===== config.mk =====
export PLATFORM = sky130hd
export DESIGN_NAME = pcc_top
export DESIGN_NICKNAME = d
export VERILOG_FILES = /design/src/pcc_pkg.sv /design/src/pcc_prediv.sv /design/src/pcc_top.sv
export VERILOG_INCLUDE_DIRS = /design/src
export SDC_FILE = /design/constraint.sdc
export NUM_CORES = 1
export LEC_CHECK = 0
export ABC_AREA = 1
export BUFFER_PORTS_ARGS = -buffer_cell sky130_fd_sc_hd__buf_2
export CELL_PAD_IN_SITES_DETAIL_PLACEMENT = 1
export CELL_PAD_IN_SITES_GLOBAL_PLACEMENT = 2
export CORE_UTILIZATION = 34
export CTS_BUF_LIST = sky130_fd_sc_hd__clkbuf_8 sky130_fd_sc_hd__clkbuf_16
export DETAILED_ROUTE_END_ITERATION = 16
export GPL_ROUTABILITY_DRIVEN = 0
export PLACE_DENSITY_LB_ADDON = 0.08
export RECOVER_POWER = 25
export SLEW_MARGIN = 15
export SYNTH_ARGS = -nofsm -noshare
export SYNTH_HDL_FRONTEND = slang
export SYNTH_SLANG_ARGS = --single-unit

===== constraint.sdc =====
create_clock -name CLK_IN -period 4.1 [get_ports CLK_IN]
set_input_delay 0.82 -clock CLK_IN [delete_from_list [all_inputs] [get_ports CLK_IN]]
set_output_delay 0.82 -clock CLK_IN [all_outputs]
set_load 0.005 [all_outputs]

===== src/pcc_defines.svh =====
`ifndef PCC_DEFINES_SVH
`define PCC_DEFINES_SVH

// register byte addresses
`define PCC_ADDR_CTRL        8'h00
`define PCC_ADDR_ACTIVE      8'h04
`define PCC_ADDR_CORE_RATIO  8'h08

// clock control register field positions
`define PCC_DIV_LSB          0
`define PCC_DIV_MSB          7
`define PCC_MLT_LSB          8
`define PCC_MLT_MSB          15
`define PCC_RNG_BIT          16
`define PCC_SEL_LSB          18
`define PCC_SEL_MSB          19

// core ratio register field positions
`define PCC_NUM_LSB          0
`define PCC_NUM_MSB          8
`define PCC_DEN_LSB          16
`define PCC_DEN_MSB          26

// reset values
`define PCC_RST_DIV          8'h00
`define PCC_RST_MLT          8'h00
`define PCC_RST_RNG          1'h0
`define PCC_RST_SEL          2'h0

// source select encodings
`define PCC_SEL_OSC          2'h3
`define PCC_SEL_OSC_HALF     2'h1

`endif


===== src/pcc_pkg.sv =====
`default_nettype none

package pcc_pkg;

  typedef struct packed {
    logic [1:0] core_source_select;
    logic       osc_range_select;
    logic [7:0] loop_multiply_field;
    logic [7:0] pre_divide_field;
  } pcc_cfg_s;

  typedef struct packed {
    logic [8:0]  num;
    logic [10:0] den;
  } pcc_ratio_s;

endpackage : pcc_pkg

`default_nettype wire


===== src/pcc_prediv.sv =====
`timescale 1ns/1ps
`default_nettype none

module pcc_prediv
(
  input  wire logic       clk_in,
  input  wire logic       rst_n_in,
  input  wire logic [7:0] div_in,
  output var  logic       tick_out
);

  logic [7:0] count;
  logic [7:0] next_count;
  logic       next_tick;

  // one tick every div_in + 1 reference cycles
  always_comb
  begin
    next_count = count + 8'h01;
    next_tick  = 1'b0;
    if (count >= div_in)
    begin
      next_count = 8'h00;
      next_tick  = 1'b1;
    end
  end

  always_ff @(posedge clk_in or negedge rst_n_in)
  begin
    if (!rst_n_in)
    begin
      count    <= 8'h00;
      tick_out <= 1'b0;
    end
    else
    begin
      count    <= next_count;
      tick_out <= next_tick;
    end
  end

endmodule // pcc_prediv

`default_nettype wire


===== src/pcc_top.sv =====
// Operation
// - The reference clock is divided by the pre-divide field plus one.
// - The divided rate is multiplied by the multiply field plus one.
// - Range bit set gives oscillator = loop, clear gives half of it.
// - The core clock comes from reference, oscillator or its half.
// - Select code 11 passes the oscillator, code 01 passes its half.
`timescale 1ns/1ps
`default_nettype none
`include "pcc_defines.svh"

module pcc_top
(
  input  wire logic        CLK_IN,
  input  wire logic        RST_N_IN,
  input  wire logic        WB_CYC_IN,
  input  wire logic        WB_STB_IN,
  input  wire logic        WB_WE_IN,
  input  wire logic [7:0]  WB_ADR_IN,
  input  wire logic [3:0]  WB_SEL_IN,
  input  wire logic [31:0] WB_DAT_IN,
  output var  logic [31:0] WB_DAT_OUT,
  output var  logic        WB_ACK_OUT,
  output var  logic        PRE_DIV_TICK_OUT,
  output var  logic [1:0]  CORE_SOURCE_OUT,
  output var  logic [8:0]  LOOP_FACTOR_OUT,
  output var  logic [10:0] OSC_DEN_OUT,
  output var  logic [8:0]  CORE_NUM_OUT,
  output var  logic [10:0] CORE_DEN_OUT
);

  pcc_pkg::pcc_cfg_s   staged;
  pcc_pkg::pcc_cfg_s   next_staged;
  pcc_pkg::pcc_cfg_s   active;
  pcc_pkg::pcc_cfg_s   next_active;
  logic                commit;
  logic                next_commit;
  logic                next_ack;
  logic [31:0]         next_dat;
  logic                wr_req;
  logic                pre_tick;
  pcc_pkg::pcc_ratio_s next_core;
  logic [10:0]         next_osc_den;
  logic [8:0]          next_loop;
  logic [31:0]         staged_word;
  logic [31:0]         active_word;

  assign wr_req = WB_CYC_IN && WB_STB_IN && WB_WE_IN && !WB_ACK_OUT;

  // register image of a configuration
  function automatic logic [31:0] cfg_word(input pcc_pkg::pcc_cfg_s c);
    logic [31:0] w;
    w = 32'h0000_0000;
    w[`PCC_DIV_MSB:`PCC_DIV_LSB] = c.pre_divide_field;
    w[`PCC_MLT_MSB:`PCC_MLT_LSB] = c.loop_multiply_field;
    w[`PCC_RNG_BIT]              = c.osc_range_select;
    w[`PCC_SEL_MSB:`PCC_SEL_LSB] = c.core_source_select;
    return w;
  endfunction

  assign staged_word = cfg_word(staged);
  assign active_word = cfg_word(active);

  // bus slave: ack one cycle after the request, dropped the cycle after
  always_comb
  begin
    next_ack = WB_CYC_IN && WB_STB_IN && !WB_ACK_OUT;
    next_dat = 32'h0000_0000;
    if (WB_CYC_IN && WB_STB_IN && !WB_ACK_OUT && !WB_WE_IN)
    begin
      case (WB_ADR_IN)
        `PCC_ADDR_CTRL:       next_dat = staged_word;
        `PCC_ADDR_ACTIVE:     next_dat = active_word;
        `PCC_ADDR_CORE_RATIO:
        begin
          next_dat[`PCC_NUM_MSB:`PCC_NUM_LSB] = CORE_NUM_OUT;
          next_dat[`PCC_DEN_MSB:`PCC_DEN_LSB] = CORE_DEN_OUT;
        end
        default:              next_dat = 32'h0000_0000;
      endcase
    end
  end

  always_ff @(posedge CLK_IN or negedge RST_N_IN)
  begin
    if (!RST_N_IN)
    begin
      WB_ACK_OUT <= 1'b0;
      WB_DAT_OUT <= 32'h0000_0000;
    end
    else
    begin
      WB_ACK_OUT <= next_ack;
      WB_DAT_OUT <= next_dat;
    end
  end

  // staged fields take byte-lane writes; active copy loads once the write
  // has fully landed so the core never sees a half-written selection
  always_comb
  begin
    next_staged = staged;
    next_active = active;
    next_commit = 1'b0;
    if (wr_req && WB_ADR_IN == `PCC_ADDR_CTRL)
    begin
      next_commit = 1'b1;
      if (WB_SEL_IN[0])
        next_staged.pre_divide_field =
          WB_DAT_IN[`PCC_DIV_MSB:`PCC_DIV_LSB];
      if (WB_SEL_IN[1])
        next_staged.loop_multiply_field =
          WB_DAT_IN[`PCC_MLT_MSB:`PCC_MLT_LSB];
      if (WB_SEL_IN[2])
      begin
        next_staged.osc_range_select = WB_DAT_IN[`PCC_RNG_BIT];
        next_staged.core_source_select =
          WB_DAT_IN[`PCC_SEL_MSB:`PCC_SEL_LSB];
      end
    end
    if (commit)
      next_active = staged;
  end

  always_ff @(posedge CLK_IN or negedge RST_N_IN)
  begin
    if (!RST_N_IN)
    begin
      staged.pre_divide_field    <= `PCC_RST_DIV;
      staged.loop_multiply_field <= `PCC_RST_MLT;
      staged.osc_range_select    <= `PCC_RST_RNG;
      staged.core_source_select  <= `PCC_RST_SEL;
      active.pre_divide_field    <= `PCC_RST_DIV;
      active.loop_multiply_field <= `PCC_RST_MLT;
      active.osc_range_select    <= `PCC_RST_RNG;
      active.core_source_select  <= `PCC_RST_SEL;
      commit                     <= 1'b0;
    end
    else
    begin
      staged <= next_staged;
      active <= next_active;
      commit <= next_commit;
    end
  end

  // divided reference tick
  pcc_prediv u_prediv
  (
    .clk_in   (CLK_IN),
    .rst_n_in (RST_N_IN),
    .div_in   (active.pre_divide_field),
    .tick_out (pre_tick)
  );

  // frequencies as ratios of the reference: f = f_ref * num / den
  always_comb
  begin
    next_loop    = {1'b0, active.loop_multiply_field} + 9'h001;
    next_osc_den = {3'h0, active.pre_divide_field} + 11'h001;
    if (!active.osc_range_select)
      next_osc_den = {next_osc_den[9:0], 1'b0};
    next_core.num = 9'h001;
    next_core.den = 11'h001;
    case (active.core_source_select)
      `PCC_SEL_OSC:
      begin
        next_core.num = next_loop;
        next_core.den = next_osc_den;
      end
      `PCC_SEL_OSC_HALF:
      begin
        next_core.num = next_loop;
        next_core.den = {next_osc_den[9:0], 1'b0};
      end
      default:
      begin
        next_core.num = 9'h001;
        next_core.den = 11'h001;
      end
    endcase
  end

  always_ff @(posedge CLK_IN or negedge RST_N_IN)
  begin
    if (!RST_N_IN)
    begin
      PRE_DIV_TICK_OUT <= 1'b0;
      CORE_SOURCE_OUT  <= 2'h0;
      LOOP_FACTOR_OUT  <= 9'h001;
      OSC_DEN_OUT      <= 11'h002;
      CORE_NUM_OUT     <= 9'h001;
      CORE_DEN_OUT     <= 11'h001;
    end
    else
    begin
      PRE_DIV_TICK_OUT <= pre_tick;
      CORE_SOURCE_OUT  <= active.core_source_select;
      LOOP_FACTOR_OUT  <= next_loop;
      OSC_DEN_OUT      <= next_osc_den;
      CORE_NUM_OUT     <= next_core.num;
      CORE_DEN_OUT     <= next_core.den;
    end
  end

endmodule // pcc_top

`default_nettype wire


==> results of run 1 <==
## layout by cell type (no fill, tap or decap), types with 4 or more instances in the layout
cell and n:
o21ai_0 27, clkbuf_16 17, clkinv_4 5, a21oi_1 9, nor3_1 6, and2_1 5, dfrtp_1 114, xor2_1 8
o21ai_2 16, ha_1 11, nor2_1 69, nor2_2 4, conb_1 6, nand3_1 56, buf_2 103, dfstp_2 4
nand2_2 4, inv_2 4, inv_1 67, nand2_1 127
## cell type report
class,count,area (sq um)
repair buffers,105,541
clock buffers,17,425
well taps,188,235
inverters,74,283
multi-input cells,366,1870
flip-flops and latches,118,2960
clock inverters,15,180
fillers,1802,8650
## registers in the layout, indices dropped and copies added (netlist names)
register and count:
WB_ACK_OUT 1, CORE_NUM_OUT 9, active 19, WB_DAT_OUT 27, CORE_SOURCE_OUT 2, CORE_DEN_OUT 11, LOOP_FACTOR_OUT 9, PRE_DIV_TICK_OUT 1
staged 19, u_prediv.count 8, commit 1, u_prediv.tick_out 1, OSC_DEN_OUT 10
## final timing paths
kind,endpoint,depth (start not counted),slack [ns]
max in group CLK_IN,staged[11],7,2.11
worst max-delay path,active[6],1,1.88
worst min register to register,PRE_DIV_TICK_OUT,0,0.35
worst max register to register,u_prediv.count[1],7,2.48
worst min-delay path,PRE_DIV_TICK_OUT,0,0.35
min in group asynchronous,CORE_NUM_OUT[6],1,0.98
## report_power, final
group	internal [mW]	leakage [nW]	switching, mW	total [mW]
Clock	0.956	0.289	0.551	1.51
Combinational	0.0199	1.49	0.0517	0.0716
Sequential	1.17	1.62	0.00179	1.17
Total	2.14	3.40	0.604	2.75
## kinds of logic after synthesis
kind of cell	Yosys count	synth area share, %
mux	2	0.429
fa+ha+maj	11	2.62
simple gates	281	23.9
compound gates	55	6.50
buf+inv	96	8.29
other cells	1	0.0714
flops	118	56.3
xor+xnor	11	1.83
## layer usage
layer	GRT usage (%)	wire length (microns)
met1	26.4	6910
met2	27.3	5750
met3	4.64	521
met4	8.01	263
met5	0	0
## stage by stage
stage	area [sq um]	util, %	hold slack [ns]
2_1_floorplan	5270	-	0.331
3_3_place_gp	5900	38.9	0.340
3_5_place_dp	5900	38.9	0.344
4_1_cts	6500	42.9	0.355
5_1_grt	6490	42.9	0.376
6_report	6490	42.9	0.352
==> impl_metrics.tcl, run 1 <==
set metrics [dict create \
    async_reset_ff_share_pct 100 \
    drt-initial-drc-count 161 \
    die_area_sq_um 15900 \
    clockBufferDepth 2 \
    worstSetupStartpoint "RST_N_IN" \
    violations "max-capacitance violations, max-slew violations" \
    synthTopCellsByArea "dfrtp_1 (54%), nand2_1 (9.1%), nand3_1 (5.3%), nor2_1 (4.9%), inv_1 (4.8%)" \
    power_mw 2.75 \
    timing.rr.start "active[5]" \
    grt.overflow.total 0 \
    port-buffer-count 104 \
    skew_ns 0.00568 \
    cpLargestDelayFamily "buffers and inverters" \
    grt_max_degree 80 \
    ys_seq_elements 118 \
    hold_class "register to register" \
    route.detailed.drc 0 \
    clock-root-buffer "clkbuf_16" \
    ys_seq_area_share_pct 56.3 \
    leakage_nw 3.40 \
    wl_microns 13400 \
    worstMarginPinSlew_ns 2.07 \
    synth_top_area_share_pct 54.3 \
    fin_crit_sh_pct 54.1 \
    diodes 0 \
    nNetsFinal 742 \
    instances_no_fill 883 \
    cts_tree "done" \
    ant_nets 0 \
    fmax_mhz 451 \
    grt_antenna_before_repair 0 \
    avgSynthCellArea_sq_um 9.13 \
    dr.pass1.iters 4 \
    setup_violations 0 \
    num_vias 4047 \
    crit_arrival_ns 2.33 \
    worstSkewPairLatency_ns 0.42 \
    synth_common_cells "nand2_1 (127), dfrtp_1 (114), nor2_1 (68), inv_1 (67), nand3_1 (56)" \
    clk_pin_slew_ns 0.06 \
    ir_drop_mv 0.292 \
    grt_pass1_vias 4228 \
    cp_slowest_cell "clkbuf_2" \
    critPathBufInv 1 \
    crit_type "input port to asynchronous set/reset pin" \
    pre_cts_ws_ns 1.66 \
    cts_buffers 17 \
    grt_usage_pct 18.7 \
    start_util_pct 34.7 \
    grt_pass1_wl_microns 22400 \
    drv_slew 79 \
    cp.required_ns 4.21 \
    worst-path-max-fanout 79 \
    synth_top_area_cell "dfrtp_1" \
    period_minus_slack_ns 2.22 \
    netlist_area_sq_um 5250 \
    hold_viol 0 \
    fin_setup_tns_ns 0 \
    die_x_microns 126 \
    setup_slack_ns 1.88 \
    die_h_microns 126 \
    powerDensity_nw_per_um2 423 \
    post_cts_resized 0 \
    layout-drive-gt1-share_pct 26.0 \
    synth_ff_type "dfrtp_1" \
    cpPeakStageDelay_ns 1.43 \
    rows 45 \
    synthMostInstantiatedCell "nand2_1" \
    synth.distinct_cells 34 \
    synth_edf_count 0 \
    clock-sinks 118 \
    place_hpwl_microns 9910 \
    core_area_sq_um 15100 \
    h-tree-depth 4 \
    postCtsSetupBuffers 0 \
    pin_count 125 \
    rsz0062_at_grt "false" \
    syn_inst 575 \
    syn2layout_area_growth_pct 23.6 \
    start_kind "input port" \
    cp-end-kind "asynchronous set/reset pin" \
    hold_buffers 0 \
    path_cells "clkbuf_2" \
    maxCapViolCount 1 \
    wire_per_inst_microns 15.2 \
    status "complete, but fails checks" \
    slew_headroom_pct -37.8 \
    hp-start "u_prediv.tick_out" \
    synth_warnings 0 \
    via_per_inst 4.58 \
    placedCellCount 851 \
]
Power figures use the tool's default switching activity.
==> run 2: changes to the inputs <==
--- a/config.mk
+++ b/config.mk
@@ -6,7 +6,7 @@
 export SDC_FILE = /design/constraint.sdc
 export NUM_CORES = 1
 export LEC_CHECK = 0
-export ABC_AREA = 1
+export ABC_AREA = 0
 export BUFFER_PORTS_ARGS = -buffer_cell sky130_fd_sc_hd__buf_2
 export CELL_PAD_IN_SITES_DETAIL_PLACEMENT = 1
 export CELL_PAD_IN_SITES_GLOBAL_PLACEMENT = 2
==> constraint.sdc (replaced) <==
create_clock -name CLK_IN -period 2.2 [get_ports CLK_IN]
set_input_delay 0.44 -clock CLK_IN [delete_from_list [all_inputs] [get_ports CLK_IN]]
set_output_delay 0.44 -clock CLK_IN [all_outputs]
set_load 0.005 [all_outputs]
==> impl_metrics.tcl, run 2 <==
set metrics [dict create \
    grt_antenna_before_repair 0 \
    synth_top_family_by_area "simple AND/OR/NAND/NOR gates" \
    diodes 0 \
    hold_buffers 1 \
    status "complete, no violations" \
    internal-power_mw 4.23 \
    grt_pass1_wl_microns 20200 \
    grt_pass1_vias 3708 \
    worstMarginPinSlew_ns 0.942 \
    postCtsSetupBuffers 0 \
    ys_seq_area_share_pct 59.5 \
    cts_buffers 17 \
    start_kind "register" \
    powerDensity_nw_per_um2 825 \
    crit_type "register to register" \
    hp-start "WB_DAT_IN[11]" \
    wire_per_inst_microns 16.7 \
    synth.distinct_cells 50 \
    die_x_microns 123 \
    r2r-end "u_prediv.count[4]" \
    largest_register_ffs 27 \
    avgSynthCellArea_sq_um 11.7 \
    num_vias 3544 \
    most-common-layout-cells "dfrtp_1 (114), buf_2 (103), nor2_1 (37)" \
    synthMostInstantiatedCell "dfrtp_1" \
    rrSetupSlack_ns 0.35 \
    yosys.area_share.xor_xnor_pct 2.29 \
    setup_violations 0 \
    clk_pin_slew_ns 0.06 \
    swShare_pct 19.6 \
    drt-initial-drc-count 153 \
    final_core_util_pct 45.3 \
    h-tree-depth 4 \
    grt_max_degree 45 \
    synthTopCellsByArea "dfrtp_1 (57%), mux2_2 (6.1%), mux2i_1 (4.2%), nor2_1 (2.8%), ha_1 (2.8%)" \
    synth_top_area_cell "dfrtp_1" \
    skew_ns 0.00714 \
    wl_microns 12300 \
    layout-drive-gt1-share_pct 32.7 \
    rows 43 \
    hold_class "input port to register" \
    clock-root-buffer "clkbuf_16" \
    die_h_microns 123 \
    setup_slack_ns 0.349 \
    ff2ff_path_depth 5 \
    synth-compound-area-share_pct 8.06 \
    worstSkewPairLatency_ns 0.41 \
    synth_warnings 0 \
    dr.pass1.iters 4 \
    multi_input_area_sq_um 1840 \
    place_hpwl_microns 9030 \
    fill_cells 1526 \
    cts_tree "done" \
    p_seq_share_pct 41.4 \
    synth_top_area_share_pct 57.4 \
    cp.required_ns 2.46 \
    pre_cts_ws_ns -0.0185 \
    async_reset_ff_share_pct 100 \
    synthMuxAreaShare_pct 10.6 \
    nNetsFinal 604 \
    fin_crit_sh_pct 84.1 \
    wl_met2_microns 5750 \
    wl_met1_microns 5910 \
    period_minus_slack_ns 1.85 \
    fmax_mhz 540 \
    synth_fa_ha_area_share_pct 2.77 \
    slew_headroom_pct 37.2 \
    ir_drop_mv 0.482 \
    drv_slew 0 \
    grt.overflow.total 0 \
    hold_slack_ns 0.255 \
    worst-path-max-fanout 9 \
    comb_power_share_pct 2.5 \
    cp-end-kind "register" \
    pin_count 125 \
    layout_commonest_cell "dfrtp_1" \
    timing.rr.start "active[6]" \
    die_area_sq_um 15100 \
    syn2layout_area_growth_pct 28.4 \
    rsz0062_at_grt "false" \
    power.switching_mw 1.03 \
    synth_edf_count 0 \
    via_per_inst 4.82 \
    min_to "staged[11]" \
    port-buffer-count 104 \
    maxCapViolCount 0 \
    netlist_area_sq_um 4970 \
    ant_nets 0 \
    holdPathStages 2 \
    post_cts_resized 0 \
    start_util_pct 35.3 \
    clockBufferDepth 2 \
    synth-simple-area-share_pct 12.8 \
    wl_met3_microns 464 \
    grt_usage_pct 18.1 \
    core_area_sq_um 14100 \
    clock-sinks 118 \
    max_flop_register "WB_DAT_OUT" \
    route.detailed.drc 0 \
    hold_viol 0 \
    top_regs "WB_DAT_OUT: 27 flops, active: 19 flops, staged: 19 flops" \
    crit_arrival_ns 2.11 \
    synth_common_cells "dfrtp_1 (114), nor2_1 (37), mux2_2 (27), nand2_1 (25), inv_1 (22)" \
    leakage_nw 3.34 \
    top_layer_used "met4" \
    clkPwrFrac_pct 56.1 \
    ys_seq_elements 118 \
    syn_inst 425 \
    seq_area_sq_um 2960 \
    synth_ff_type "dfrtp_1" \
]
## run 2: cell types whose count changed after synthesis, sizes merged, moves of 21 or more
| cell | delta |
|---|---|
| nand2 | -104 |
| inv | -51 |
| nand3 | -46 |
| nor2 | -40 |
| o21ai | -30 |
| mux2 | +26 |
| mux2i | +21 |
## run 2: worst max path at each step
stage / slack [ns] / depth (start not counted) / from / end
floorplan: 0.30 / 5 / WB_ADR_IN[3] / staged[1]
global placement: 0.01 / 5 / WB_ADR_IN[5] / staged[1]
detailed placement: -0.02 / 5 / WB_ADR_IN[5] / staged[1]
CTS: 0.31 / 5 / active[6] / u_prediv.count[4]
global route: 0.11 / 5 / active[6] / u_prediv.count[4]
finish: 0.35 / 5 / active[6] / u_prediv.count[4]
## run 2: final cells by class
type	count	area share (%)
sequential	118	46.4
clock buffer	18	6.88
clock inverter	13	2.96
tap	180	3.53
inverter	22	1.29
timing repair buffer	118	10.2
multi-input combinational	267	28.8
## run 2: power by group through the flow
stage | registers (mW) | logic, mW | clock network [mW]
after floorplan | 2.22 | 0.0450 | 0
after detailed placement | 2.22 | 0.136 | 0
after global routing | 2.18 | 0.150 | 3.11
after global placement | 2.22 | 0.134 | 0
after CTS | 2.18 | 0.138 | 3.02
final | 2.18 | 0.131 | 2.95
## run 2: per-stage QoR
step	instances	total power [mW]	area [sq um]	setup TNS (ns)
4_1_cts	736	5.34	6390	0
3_3_place_gp	704	2.35	5750	0
6_report	736	5.27	6380	0
3_5_place_dp	704	2.35	5750	-0.0185
5_1_grt	736	5.44	6380	0
2_1_floorplan	430	2.26	4990	0
## run 2: critical path: stages, from the launching register on
cell	delay, ns
dfrtp_1	0.45
inv_1	0.17
ha_1	0.34
o2111ai_1	0.10
nor2_1	0.47
a211oi_1	0.17
## run 2: cells by family (layout without fill, tap and decap cells)
kind of cell	Yosys count	in the layout
AND/OR/NAND/NOR	125	125
flip-flops	118	118
buffers and inverters	45	171
XOR/XNOR	13	13
adder cells (fa/ha/maj)	11	11
AO/OA/AOI/OAI	63	63
other	1	6
multiplexers	49	49
## run 2: layer usage
metal,vias up,global-route usage [%]
li1,1690,-
met1,1756,24.5
met2,82,28.0
met3,16,4.43
met4,0,7.16
met5,-,0
